<file path="src/hw/irq_steer_pkg.sv">
// Purpose: Shared constants for the interrupt steering and UART decode block.
// Assumes: Avalon-MM byte addresses, 32-bit data, one word per register.
// Notes: Steering codes map to legacy IRQ numbers through steer_code_to_lines.
package irq_steer_pkg;

  localparam int unsigned ADDR_W = 8;
  localparam int unsigned DATA_W = 32;
  localparam int unsigned IRQ_LINES = 16;
  localparam int unsigned CODE_W = 4;
  localparam int unsigned NUM_SRC = 9;
  localparam int unsigned NUM_PCI = 4;
  localparam int unsigned UART_BASE_LSB = 3;
  localparam int unsigned UART_BASE_W = 29;

  localparam logic [7:0] OFS_UART_BASE = 8'h54;
  localparam logic [7:0] OFS_STEER = 8'h58;
  localparam logic [7:0] OFS_UART_CTRL = 8'h60;
  localparam logic [7:0] OFS_STATUS = 8'h64;

  localparam logic [31:0] RST_UART_BASE = 32'h000003F8;
  localparam logic [31:0] RST_STEER = 32'h00000000;
  localparam logic [7:0] RST_UART_CTRL = 8'h00;

  localparam int unsigned CTRL_EN_BIT = 7;
  localparam int unsigned STATUS_LINES_LSB = 16;

  // Source index order inside the source vector and the code vector.
  localparam int unsigned SRC_PCI_A = 0;
  localparam int unsigned SRC_PCI_B = 1;
  localparam int unsigned SRC_PCI_C = 2;
  localparam int unsigned SRC_PCI_D = 3;
  localparam int unsigned SRC_NET_A = 4;
  localparam int unsigned SRC_NET_B = 5;
  localparam int unsigned SRC_USB11 = 6;
  localparam int unsigned SRC_USB2 = 7;
  localparam int unsigned SRC_UART = 8;

  // Turns a 4-bit steering code into a one-hot IRQ line vector; zero when disabled or reserved.
  function automatic logic [15:0] steer_code_to_lines(input logic [3:0] code);
    logic [15:0] lines;
    lines = 16'h0000;
    unique case (code)
      4'h1: lines[9] = 1'b1;
      4'h2: lines[3] = 1'b1;
      4'h3: lines[10] = 1'b1;
      4'h4: lines[4] = 1'b1;
      4'h5: lines[5] = 1'b1;
      4'h6: lines[7] = 1'b1;
      4'h7: lines[6] = 1'b1;
      4'h8: lines[1] = 1'b1;
      4'h9: lines[11] = 1'b1;
      4'hB: lines[12] = 1'b1;
      4'hD: lines[14] = 1'b1;
      4'hF: lines[15] = 1'b1;
      default: lines = 16'h0000;
    endcase
    return lines;
  endfunction

endpackage

</file>
<file path="src/hw/irq_line_mapper.sv">
// Purpose: Combines every interrupt source onto the legacy IRQ lines its code selects.
// Assumes: Sources are active-high levels on the system clock.
// Notes: Purely combinational; the caller registers the result.
`timescale 1ns/100ps
module irq_line_mapper (
  input wire logic [irq_steer_pkg::NUM_SRC-1:0] i_src,
  input wire logic [irq_steer_pkg::NUM_SRC*irq_steer_pkg::CODE_W-1:0] i_codes,
  output logic [irq_steer_pkg::IRQ_LINES-1:0] o_lines
);

  always_comb begin
    o_lines = '0;
    for (int i = 0; i < irq_steer_pkg::NUM_SRC; i++) begin
      // Shared lines are a wired OR of every requesting source mapped there.
      if (i_src[i]) begin
        o_lines = o_lines | irq_steer_pkg::steer_code_to_lines(
          i_codes[i*irq_steer_pkg::CODE_W +: irq_steer_pkg::CODE_W]);
      end
    end
  end

endmodule // irq_line_mapper

</file>
<file path="src/hw/irq_steering_top.sv">
// Purpose: Interrupt steering table and internal UART I/O window decode.
// Assumes: Avalon-MM slave with waitrequest on a 10 MHz clock.
// Notes: Every access takes exactly one wait state.
`timescale 1ns/100ps

// Functional notes
// UART base address bits 31..3 are held writable in register bits 31..3.
// UART base bits 2..0 read zero; writes to them change nothing.
// With decoding on, I/O addresses matching base bits 31..3 are claimed.
// Control bit 7 enables UART decoding; zero disables it.
// Steering register: eight 4-bit fields; 31..28 USB2 host, 27..24 USB1.1 host.
// Code 0000 disables routing; the source drives no IRQ line.
// Codes 1..7 select IRQ9, IRQ3, IRQ10, IRQ4, IRQ5, IRQ7, IRQ6.
// Bits 23..20 steer network controller B; codes 8-F per table, A/C/E reserved.
// Bits 19..16 steer network controller A with the shared encoding.
// Bits 15..12 steer PCI pin D with the shared encoding.
// Bits 11..8 steer PCI pin C with the shared encoding.
// Bits 7..4 steer PCI pin B, bits 3..0 steer PCI pin A.
// Software avoids reserved codes; shared lines assert while any mapped source requests.
module irq_steering_top (
  input wire logic i_clk,
  input wire logic i_rst_n,
  input wire logic [irq_steer_pkg::ADDR_W-1:0] i_address,
  input wire logic i_read,
  input wire logic i_write,
  input wire logic [3:0] i_byteenable,
  input wire logic [irq_steer_pkg::DATA_W-1:0] i_writedata,
  output logic [irq_steer_pkg::DATA_W-1:0] o_readdata,
  output logic o_waitrequest,
  input wire logic i_usb2_irq,
  input wire logic i_usb11_irq,
  input wire logic i_net_a_irq,
  input wire logic i_net_b_irq,
  input wire logic i_uart_irq,
  input wire logic [irq_steer_pkg::NUM_PCI-1:0] i_pci_int_n,
  input wire logic [31:0] i_io_addr,
  input wire logic i_io_valid,
  output logic o_uart_sel,
  output logic [irq_steer_pkg::IRQ_LINES-1:0] o_irq
);

  typedef struct packed {
    logic waitrequest;
    logic [irq_steer_pkg::DATA_W-1:0] readdata;
    logic [irq_steer_pkg::UART_BASE_W-1:0] uart_base_addr_field;
    logic uart_decode_enable;
    logic [irq_steer_pkg::CODE_W-1:0] uart_irq_steer;
    logic [irq_steer_pkg::CODE_W-1:0] usb2_host_irq_steer;
    logic [irq_steer_pkg::CODE_W-1:0] usb11_host_irq_steer;
    logic [irq_steer_pkg::CODE_W-1:0] net_ctrl_b_irq_steer;
    logic [irq_steer_pkg::CODE_W-1:0] net_ctrl_a_irq_steer;
    logic [irq_steer_pkg::CODE_W-1:0] pci_pin_d_steer;
    logic [irq_steer_pkg::CODE_W-1:0] pci_pin_c_steer;
    logic [irq_steer_pkg::CODE_W-1:0] pci_pin_b_steer;
    logic [irq_steer_pkg::CODE_W-1:0] pci_pin_a_steer;
    logic uart_sel;
    logic [irq_steer_pkg::IRQ_LINES-1:0] irq;
  } top_state_s;

  top_state_s state_q;
  top_state_s state_d;

  logic [irq_steer_pkg::NUM_PCI-1:0] pci_int_sync_n;
  logic [irq_steer_pkg::NUM_SRC-1:0] src_active;
  logic [irq_steer_pkg::NUM_SRC*irq_steer_pkg::CODE_W-1:0] src_codes;
  logic [irq_steer_pkg::IRQ_LINES-1:0] mapped_lines;
  logic [31:0] uart_base_word;
  logic [31:0] steer_word;
  logic [31:0] ctrl_word;
  logic [31:0] status_word;
  logic [31:0] uart_base_new;
  logic [31:0] steer_new;
  logic [31:0] ctrl_new;
  logic bus_req;
  logic bus_done;

  // Byte-lane merge shared by every writable register.
  function automatic logic [31:0] merge_lanes(
    input logic [31:0] old_val,
    input logic [31:0] new_val,
    input logic [3:0] lanes
  );
    logic [31:0] res;
    res = old_val;
    for (int b = 0; b < 4; b++) begin
      if (lanes[b]) begin
        res[b*8 +: 8] = new_val[b*8 +: 8];
      end
    end
    return res;
  endfunction

  // PCI interrupt pins arrive from outside the clock domain.
  pin_sync2 u_pci_sync (
    .i_clk(i_clk),
    .i_rst_n(i_rst_n),
    .i_pin(i_pci_int_n),
    .o_sync(pci_int_sync_n)
  );

  // Source vector in the package's index order.
  always_comb begin
    src_active = '0;
    src_active[irq_steer_pkg::SRC_PCI_A] = ~pci_int_sync_n[0];
    src_active[irq_steer_pkg::SRC_PCI_B] = ~pci_int_sync_n[1];
    src_active[irq_steer_pkg::SRC_PCI_C] = ~pci_int_sync_n[2];
    src_active[irq_steer_pkg::SRC_PCI_D] = ~pci_int_sync_n[3];
    src_active[irq_steer_pkg::SRC_NET_A] = i_net_a_irq;
    src_active[irq_steer_pkg::SRC_NET_B] = i_net_b_irq;
    src_active[irq_steer_pkg::SRC_USB11] = i_usb11_irq;
    src_active[irq_steer_pkg::SRC_USB2] = i_usb2_irq;
    src_active[irq_steer_pkg::SRC_UART] = i_uart_irq;
  end

  // Each source except the UART takes the code from its own field of the steering register; the UART uses control bits 3..0.
  always_comb begin
    src_codes = '0;
    src_codes[irq_steer_pkg::SRC_PCI_A*irq_steer_pkg::CODE_W +: irq_steer_pkg::CODE_W] =
      state_q.pci_pin_a_steer;
    src_codes[irq_steer_pkg::SRC_PCI_B*irq_steer_pkg::CODE_W +: irq_steer_pkg::CODE_W] =
      state_q.pci_pin_b_steer;
    src_codes[irq_steer_pkg::SRC_PCI_C*irq_steer_pkg::CODE_W +: irq_steer_pkg::CODE_W] =
      state_q.pci_pin_c_steer;
    src_codes[irq_steer_pkg::SRC_PCI_D*irq_steer_pkg::CODE_W +: irq_steer_pkg::CODE_W] =
      state_q.pci_pin_d_steer;
    src_codes[irq_steer_pkg::SRC_NET_A*irq_steer_pkg::CODE_W +: irq_steer_pkg::CODE_W] =
      state_q.net_ctrl_a_irq_steer;
    src_codes[irq_steer_pkg::SRC_NET_B*irq_steer_pkg::CODE_W +: irq_steer_pkg::CODE_W] =
      state_q.net_ctrl_b_irq_steer;
    src_codes[irq_steer_pkg::SRC_USB11*irq_steer_pkg::CODE_W +: irq_steer_pkg::CODE_W] =
      state_q.usb11_host_irq_steer;
    src_codes[irq_steer_pkg::SRC_USB2*irq_steer_pkg::CODE_W +: irq_steer_pkg::CODE_W] =
      state_q.usb2_host_irq_steer;
    src_codes[irq_steer_pkg::SRC_UART*irq_steer_pkg::CODE_W +: irq_steer_pkg::CODE_W] =
      state_q.uart_irq_steer;
  end

  // Disabled and reserved codes decode to no line; shared lines are ORed.
  irq_line_mapper u_mapper (
    .i_src(src_active),
    .i_codes(src_codes),
    .o_lines(mapped_lines)
  );

  // Register images as software sees them.
  always_comb begin
    uart_base_word = {state_q.uart_base_addr_field, 3'b000};
    steer_word = {state_q.usb2_host_irq_steer,
                  state_q.usb11_host_irq_steer,
                  state_q.net_ctrl_b_irq_steer,
                  state_q.net_ctrl_a_irq_steer,
                  state_q.pci_pin_d_steer,
                  state_q.pci_pin_c_steer,
                  state_q.pci_pin_b_steer,
                  state_q.pci_pin_a_steer};
    ctrl_word = '0;
    ctrl_word[irq_steer_pkg::CTRL_EN_BIT] = state_q.uart_decode_enable;
    ctrl_word[irq_steer_pkg::CODE_W-1:0] = state_q.uart_irq_steer;
    status_word = '0;
    status_word[irq_steer_pkg::STATUS_LINES_LSB +: irq_steer_pkg::IRQ_LINES] = state_q.irq;
    status_word[irq_steer_pkg::NUM_SRC-1:0] = src_active;
  end

  // Values after a byte-enabled write, ahead of field extraction.
  always_comb begin
    uart_base_new = merge_lanes(uart_base_word, i_writedata, i_byteenable);
    steer_new = merge_lanes(steer_word, i_writedata, i_byteenable);
    ctrl_new = merge_lanes(ctrl_word, i_writedata, i_byteenable);
  end

  // A request is accepted on the first edge it is seen and completes on the next.
  assign bus_req = i_read | i_write;
  assign bus_done = bus_req & ~state_q.waitrequest;

  always_comb begin
    state_d = state_q;
    state_d.waitrequest = 1'b1;

    if (bus_req && state_q.waitrequest) begin
      // Read data is prepared during the wait state so it stands when waitrequest drops.
      state_d.waitrequest = 1'b0;
      if (i_read) begin
        unique case (i_address)
          irq_steer_pkg::OFS_UART_BASE: state_d.readdata = uart_base_word;
          irq_steer_pkg::OFS_STEER: state_d.readdata = steer_word;
          irq_steer_pkg::OFS_UART_CTRL: state_d.readdata = ctrl_word;
          irq_steer_pkg::OFS_STATUS: state_d.readdata = status_word;
          default: state_d.readdata = '0;
        endcase
      end
    end

    // Writes land only at the completing edge; unmapped and read-only targets ignore them.
    if (bus_done && i_write) begin
      unique case (i_address)
        irq_steer_pkg::OFS_UART_BASE: begin
          state_d.uart_base_addr_field =
            uart_base_new[31:irq_steer_pkg::UART_BASE_LSB];
        end
        irq_steer_pkg::OFS_STEER: begin
          {state_d.usb2_host_irq_steer,
           state_d.usb11_host_irq_steer,
           state_d.net_ctrl_b_irq_steer,
           state_d.net_ctrl_a_irq_steer,
           state_d.pci_pin_d_steer,
           state_d.pci_pin_c_steer,
           state_d.pci_pin_b_steer,
           state_d.pci_pin_a_steer} = steer_new;
        end
        irq_steer_pkg::OFS_UART_CTRL: begin
          state_d.uart_decode_enable = ctrl_new[irq_steer_pkg::CTRL_EN_BIT];
          state_d.uart_irq_steer = ctrl_new[irq_steer_pkg::CODE_W-1:0];
        end
        default: begin
          state_d.uart_decode_enable = state_q.uart_decode_enable;
        end
      endcase
    end

    // The UART owns an eight-byte window; the low three address bits are ignored.
    state_d.uart_sel = state_q.uart_decode_enable & i_io_valid &
      (i_io_addr[31:irq_steer_pkg::UART_BASE_LSB] == state_q.uart_base_addr_field);

    state_d.irq = mapped_lines;
  end

  always_ff @(posedge i_clk or negedge i_rst_n) begin
    if (!i_rst_n) begin
      state_q.waitrequest <= 1'b1;
      state_q.readdata <= '0;
      state_q.uart_base_addr_field <=
        irq_steer_pkg::RST_UART_BASE[31:irq_steer_pkg::UART_BASE_LSB];
      state_q.uart_decode_enable <= irq_steer_pkg::RST_UART_CTRL[irq_steer_pkg::CTRL_EN_BIT];
      state_q.uart_irq_steer <= irq_steer_pkg::RST_UART_CTRL[irq_steer_pkg::CODE_W-1:0];
      {state_q.usb2_host_irq_steer,
       state_q.usb11_host_irq_steer,
       state_q.net_ctrl_b_irq_steer,
       state_q.net_ctrl_a_irq_steer,
       state_q.pci_pin_d_steer,
       state_q.pci_pin_c_steer,
       state_q.pci_pin_b_steer,
       state_q.pci_pin_a_steer} <= irq_steer_pkg::RST_STEER;
      state_q.uart_sel <= 1'b0;
      state_q.irq <= '0;
    end else begin
      state_q <= state_d;
    end
  end

  assign o_waitrequest = state_q.waitrequest;
  assign o_readdata = state_q.readdata;
  assign o_uart_sel = state_q.uart_sel;
  assign o_irq = state_q.irq;

endmodule // irq_steering_top

</file>
<file path="src/hw/pin_sync2.sv">
// Purpose: Two-stage synchroniser for the PCI interrupt pins.
// Assumes: Pins are asynchronous, active low, idle high.
// Notes: The first stage feeds only the second stage.
`timescale 1ns/100ps
module pin_sync2 (
  input wire logic i_clk,
  input wire logic i_rst_n,
  input wire logic [irq_steer_pkg::NUM_PCI-1:0] i_pin,
  output logic [irq_steer_pkg::NUM_PCI-1:0] o_sync
);

  typedef struct packed {
    logic [irq_steer_pkg::NUM_PCI-1:0] meta;
    logic [irq_steer_pkg::NUM_PCI-1:0] stable;
  } sync_s;

  sync_s state_q;
  sync_s state_d;

  always_comb begin
    state_d = state_q;
    state_d.meta = i_pin;
    state_d.stable = state_q.meta;
  end

  // Reset to the idle level so no spurious request appears after reset.
  always_ff @(posedge i_clk or negedge i_rst_n) begin
    if (!i_rst_n) begin
      state_q <= '1;
    end else begin
      state_q <= state_d;
    end
  end

  assign o_sync = state_q.stable;

endmodule // pin_sync2

</file>
<file path="config.mk">
export PLATFORM = sky130hd
export DESIGN_NAME = irq_steering_top
export DESIGN_NICKNAME = d
export VERILOG_FILES = /design/src/hw/irq_steer_pkg.sv /design/src/hw/irq_line_mapper.sv /design/src/hw/irq_steering_top.sv /design/src/hw/pin_sync2.sv
export SDC_FILE = /design/constraint.sdc
export NUM_CORES = 1
export LEC_CHECK = 0
export BUFFER_PORTS_ARGS = -buffer_cell sky130_fd_sc_hd__buf_2
export CAP_MARGIN = 10
export CORE_MARGIN = 1.5
export CORE_UTILIZATION = 50
export DETAILED_ROUTE_END_ITERATION = 10
export PLACE_DENSITY = 0.83
export SLEW_MARGIN = 10
export SYNTH_ARGS = -nofsm -noshare
export SYNTH_HDL_FRONTEND = slang
export SYNTH_SLANG_ARGS = --single-unit
export TNS_END_PERCENT = 10
</file>
<file path="constraint.sdc">
create_clock -name i_clk -period 1.6 [get_ports i_clk]
set_input_delay 0.48 -clock i_clk [delete_from_list [all_inputs] [get_ports i_clk]]
set_output_delay 0.48 -clock i_clk [all_outputs]
set_load 0.02 [all_outputs]
</file>
==> results.env <==
WORST_HOLD_PATH.ENDPOINT='u_pci_sync.state_d[3]$_DFF_PN1_'
CRIT-REG2REG-CAPTURE='o_irq[3]$_DFF_PN0_'
FLOW.AREA_GROWTH_FROM_SYNTHESIS_PCT=38.24
INITIALDRTVIOLATIONCOUNT=590
SEQ_AREA_FRAC_SYNTH=0.4643
YS_TOP_CELLS_BY_COUNT='104 x dfrtp_1, 66 x mux2_2, 51 x buf_4'
ANT_NETS=0
I_O_BUFFERS=132
MULTI_INPUT_COMB_AREA_MM2=0.003266
SETUP_VIOLATIONS=29
DRV_SLEW=0
ANTENNA_FOUND_INITIAL=0
TIMING.HOLD.WORST_PATH_DEPTH=1
GRT_UTIL_ALL_LAYERS=0.3577
WORST-ENDPOINT-REQUIRED_NS=1.96
VIOLATIONS='negative setup slack'
SYNTHESIS.INSTANCES=600
PIN_COUNT=140
ANTENNADIODECOUNT=0
FINAL_NETS=919
TIMING.REG2REG.WORST_PATH_DEPTH=4
HOLD_PATH_CLASS='input port to flop'
CRIT_PATH_END_KIND='flop'
PERIOD_NEEDED_NS=1.760
OVERFLOW=0
GRT_MAX_DEGREE=64
DRIVE_ABOVE_1_SHARE=0.5143
HP-START='i_pci_int_n[3]'
FILLCELLCOUNT=954
SYNTH_AREA_MM2=0.006511
YS_TOP_CELLS_BY_AREA='dfrtp_1 40%, mux2_2 11%, dfstp_2 6.5%, buf_4 5.9%, a22oi_1 3.1%'
DP_CELLS=978
FINAL_CELLS=1014
WORSTSETUPSTARTPOINTTYPE='flop'
TIMING_WORST_SETUP_PATH_TYPE='flop to flop'
NUMCLOCKSINKS=120
WORSTPATHMAXFANOUT=2
REGTOREGSETUPSLACK_NS=-0.16
R2R-START='src_codes[2]$_DFFE_PN0P_'
DETAIL_ROUTE.DRC_VIOLATIONS=0
POWER_PER_CELL_AREA_mW_PER_MM2=879.7
SYNTH_AREA_PER_CELL_UM2=10.85
LAYOUT.AREA.SEQ_MM2=0.003023
HOLD_VIOL=0
SETUP_TNS_NS=-2.349
CTS_BUFFERS=17
DOMINANTREGCELLSYNTH='dfrtp_1'
PEAKVDDDROP_mV=1.074
CTSLONGESTPATHBUFFERS=2
FIN_HOLD_WS_NS=0.1574
MAX_CAP_VIOL_COUNT=0
YOSYSTOPAREACELL='dfrtp_1'
CLK_PIN_SLEW_WORST_PATHS_NS=0.06
GPL.FINAL_WEIGHTED_CONGESTION=1.053
OUTCOME='finished, violations left'
CTS_ROOT_BUF='clkbuf_16'
PLACE_HPWL_UM=18690
DETAIL_ROUTE.WIRELENGTH_UM=23820
YS.WARNINGS.COUNT=0
MAX_SLEW.WORST_PIN.SLEW_NS=0.7674
DIE_WIDTH_UM=117.1
DIEHEIGHT_UM=117.1
SYNTH_TOP_CELL_AREA_SHARE=0.3997
WL_PER_CELL_UM=23.49
YS_TYPES=50
COUNT_OF_H_TREE_LEVELS_BUILT_DURING_CTS=4
POWER_TOTAL_mW=7.918
YOSYSMOSTFREQUENTCELL='dfrtp_1'
PLACE_AREA_MM2=0.008138
PERIOD_SHARE=1.100
VIASPERCELL=5.904
POSTSYNTHREGISTERBITS=120
RSZ0062_AT_GRT='yes'
PLACEMENT_ROWS=41
FINISH.INSTANCE_AREA_MM2=0.009001
GRT_FIRST_PASS_WIRELENGTH_UM=35090
FLOORPLAN.DIE_AREA_MM2=0.01372
VIAS=5987
FINALCLOCKSKEW_NS=0.004502
NUMBER_OF_GLOBAL_ROUTE_VIAS_BEFORE_REPAIR=6128
P_LEAK_nW=4.324
TIMING.FMAX_MHz=568.2
SHARE_OF_SYNTHESIZED_FLIP_FLOPS_WITH_AN_ASYNCHRONOUS_SET_OR_RESET=1.000
INITIAL_UTILIZATION=0.5139
TRITONCTS='built'
SYNTH_EDF_COUNT=0
CRITICAL_PATH_DATA_ARRIVAL_TIME_NS=2.12
CORE_AREA_MM2=0.01267
SETUP_WS_NS=-0.1599
MAX-SLEW-MARGIN-REL=0.4812
DETAIL_ROUTE.FIRST_PASS.ITERATIONS=5
WORST_SKEW_PAIR.LATE_LATENCY_NS=0.42
-- layout by cell type, fill, tap and decap left out, types with 4 or more instances in the layout --
cell / synthesis / routed
nand2b_1: 20 / 20
bufinv_16: 0 / 4
a22o_1: 17 / 17
o22ai_1: 28 / 26
buf_4: 51 / 138
nand3_4: 4 / 4
clkinvlp_4: 0 / 4
nor3_2: 1 / 6
xnor2_1: 9 / 9
o211ai_1: 4 / 4
buf_2: 7 / 128
nand2_1: 47 / 45
o22a_1: 5 / 5
nand4_1: 4 / 4
nor3_1: 27 / 22
mux2_2: 66 / 43
nand3b_1: 13 / 13
or3b_2: 11 / 9
dfstp_2: 16 / 16
a22oi_1: 27 / 27
nand3_1: 8 / 8
clkbuf_16: 0 / 17
o21ai_1: 4 / 10
o32ai_1: 5 / 4
nor2_1: 10 / 9
o21ai_0: 31 / 25
xor2_1: 20 / 20
buf_12: 0 / 6
mux2_4: 0 / 23
dfrtp_1: 104 / 104
conb_1: 1 / 4
nor4_1: 11 / 8
-- critical path: stages, from the launching register on --
cell and delay [ns]:
dfrtp_1 0.37, or2_2 0.31, nor4b_1 0.69, or4_1 0.22, or4_1 0.10
-- sequential cells by signal, summed over array words and instances, names as in the netlist --
signal,cells
o_waitrequest,1
state_q,29
o_irq,12
u_pci_sync.state_d,4
src_codes,32
u_pci_sync.o_sync,4
ctrl_word,5
o_uart_sel,1
o_readdata,32
-- layer usage --
metal	up-vias	GRT usage	routed length, um
li1	2646	-	-
met1	2993	0.4553	10070
met2	293	0.6121	11640
met3	55	0.06900	1475
met4	0	0.1237	632
met5	-	0	0
-- layout make-up --
type,instances,area share
multi-input combinational,410,0.3628
sequential,120,0.3358
timing repair buffer,277,0.2061
clock buffer,20,0.05074
tap,172,0.02391
clock inverter,12,0.01932
inverter,3,0.001251
-- cell families (layout without fill, tap and decap cells) --
group | count (synthesis) | in the layout | synth area share
multiplexers | 69 | 69 | 0.1188
buffers and inverters | 73 | 312 | 0.07283
AND/OR/NAND/NOR | 179 | 179 | 0.1676
flip-flops | 120 | 120 | 0.4643
other | 1 | 4 | 0.0005759
XOR/XNOR | 29 | 29 | 0.03901
AO/OA/AOI/OAI | 129 | 129 | 0.1370
-- power by group --
part	internal [mW]	switching, mW	total (mW)	leakage [nW]
clock	2.68	1.41	4.09	0.298
sequential	3.10	0.0480	3.14	1.62
combinational	0.305	0.377	0.683	2.41
-- how the worst max path moves through the flow --
stage                                to                startpoint  cells past startpoint  slack [ns]
2_1_floorplan  src_codes[0]$_DFFE_PN0P_              i_address[7]                      4       -0.37
3_3_place_gp    state_q[75]$_DFFE_PN0P_              i_address[1]                      7       -0.55
3_5_place_dp    state_q[82]$_DFFE_PN0P_              i_address[1]                      7       -0.58
4_1_cts         state_q[79]$_DFFE_PN0P_              i_address[3]                      7       -0.12
5_1_grt         state_q[80]$_DFFE_PN0P_              i_address[3]                      7       -0.13
6_report             o_irq[3]$_DFF_PN0_  src_codes[2]$_DFFE_PN0P_                      4       -0.16
-- through the flow --
| stage | setup WS (ns) | util |
|---|---|---|
| floorplan | -0.3749 | - |
| global placement | -0.5503 | 0.6422 |
| detailed placement | -0.5818 | 0.6422 |
| CTS | -0.1187 | 0.7048 |
| global route | -0.1274 | 0.7104 |
| finish | -0.1599 | 0.7104 |
-- what timing repair did --
item | in CTS | in global routing
endpoints found under the hold margin | 5 | 0
gates resized for setup | 33 | 17
endpoints found under the setup margin | 74 | 70
buffers inserted | 2 | 1
hold buffers | 1 | 0
pin swaps | 7 | 2
gates cloned | 0 | 0
Power figures use the tool's default switching activity.
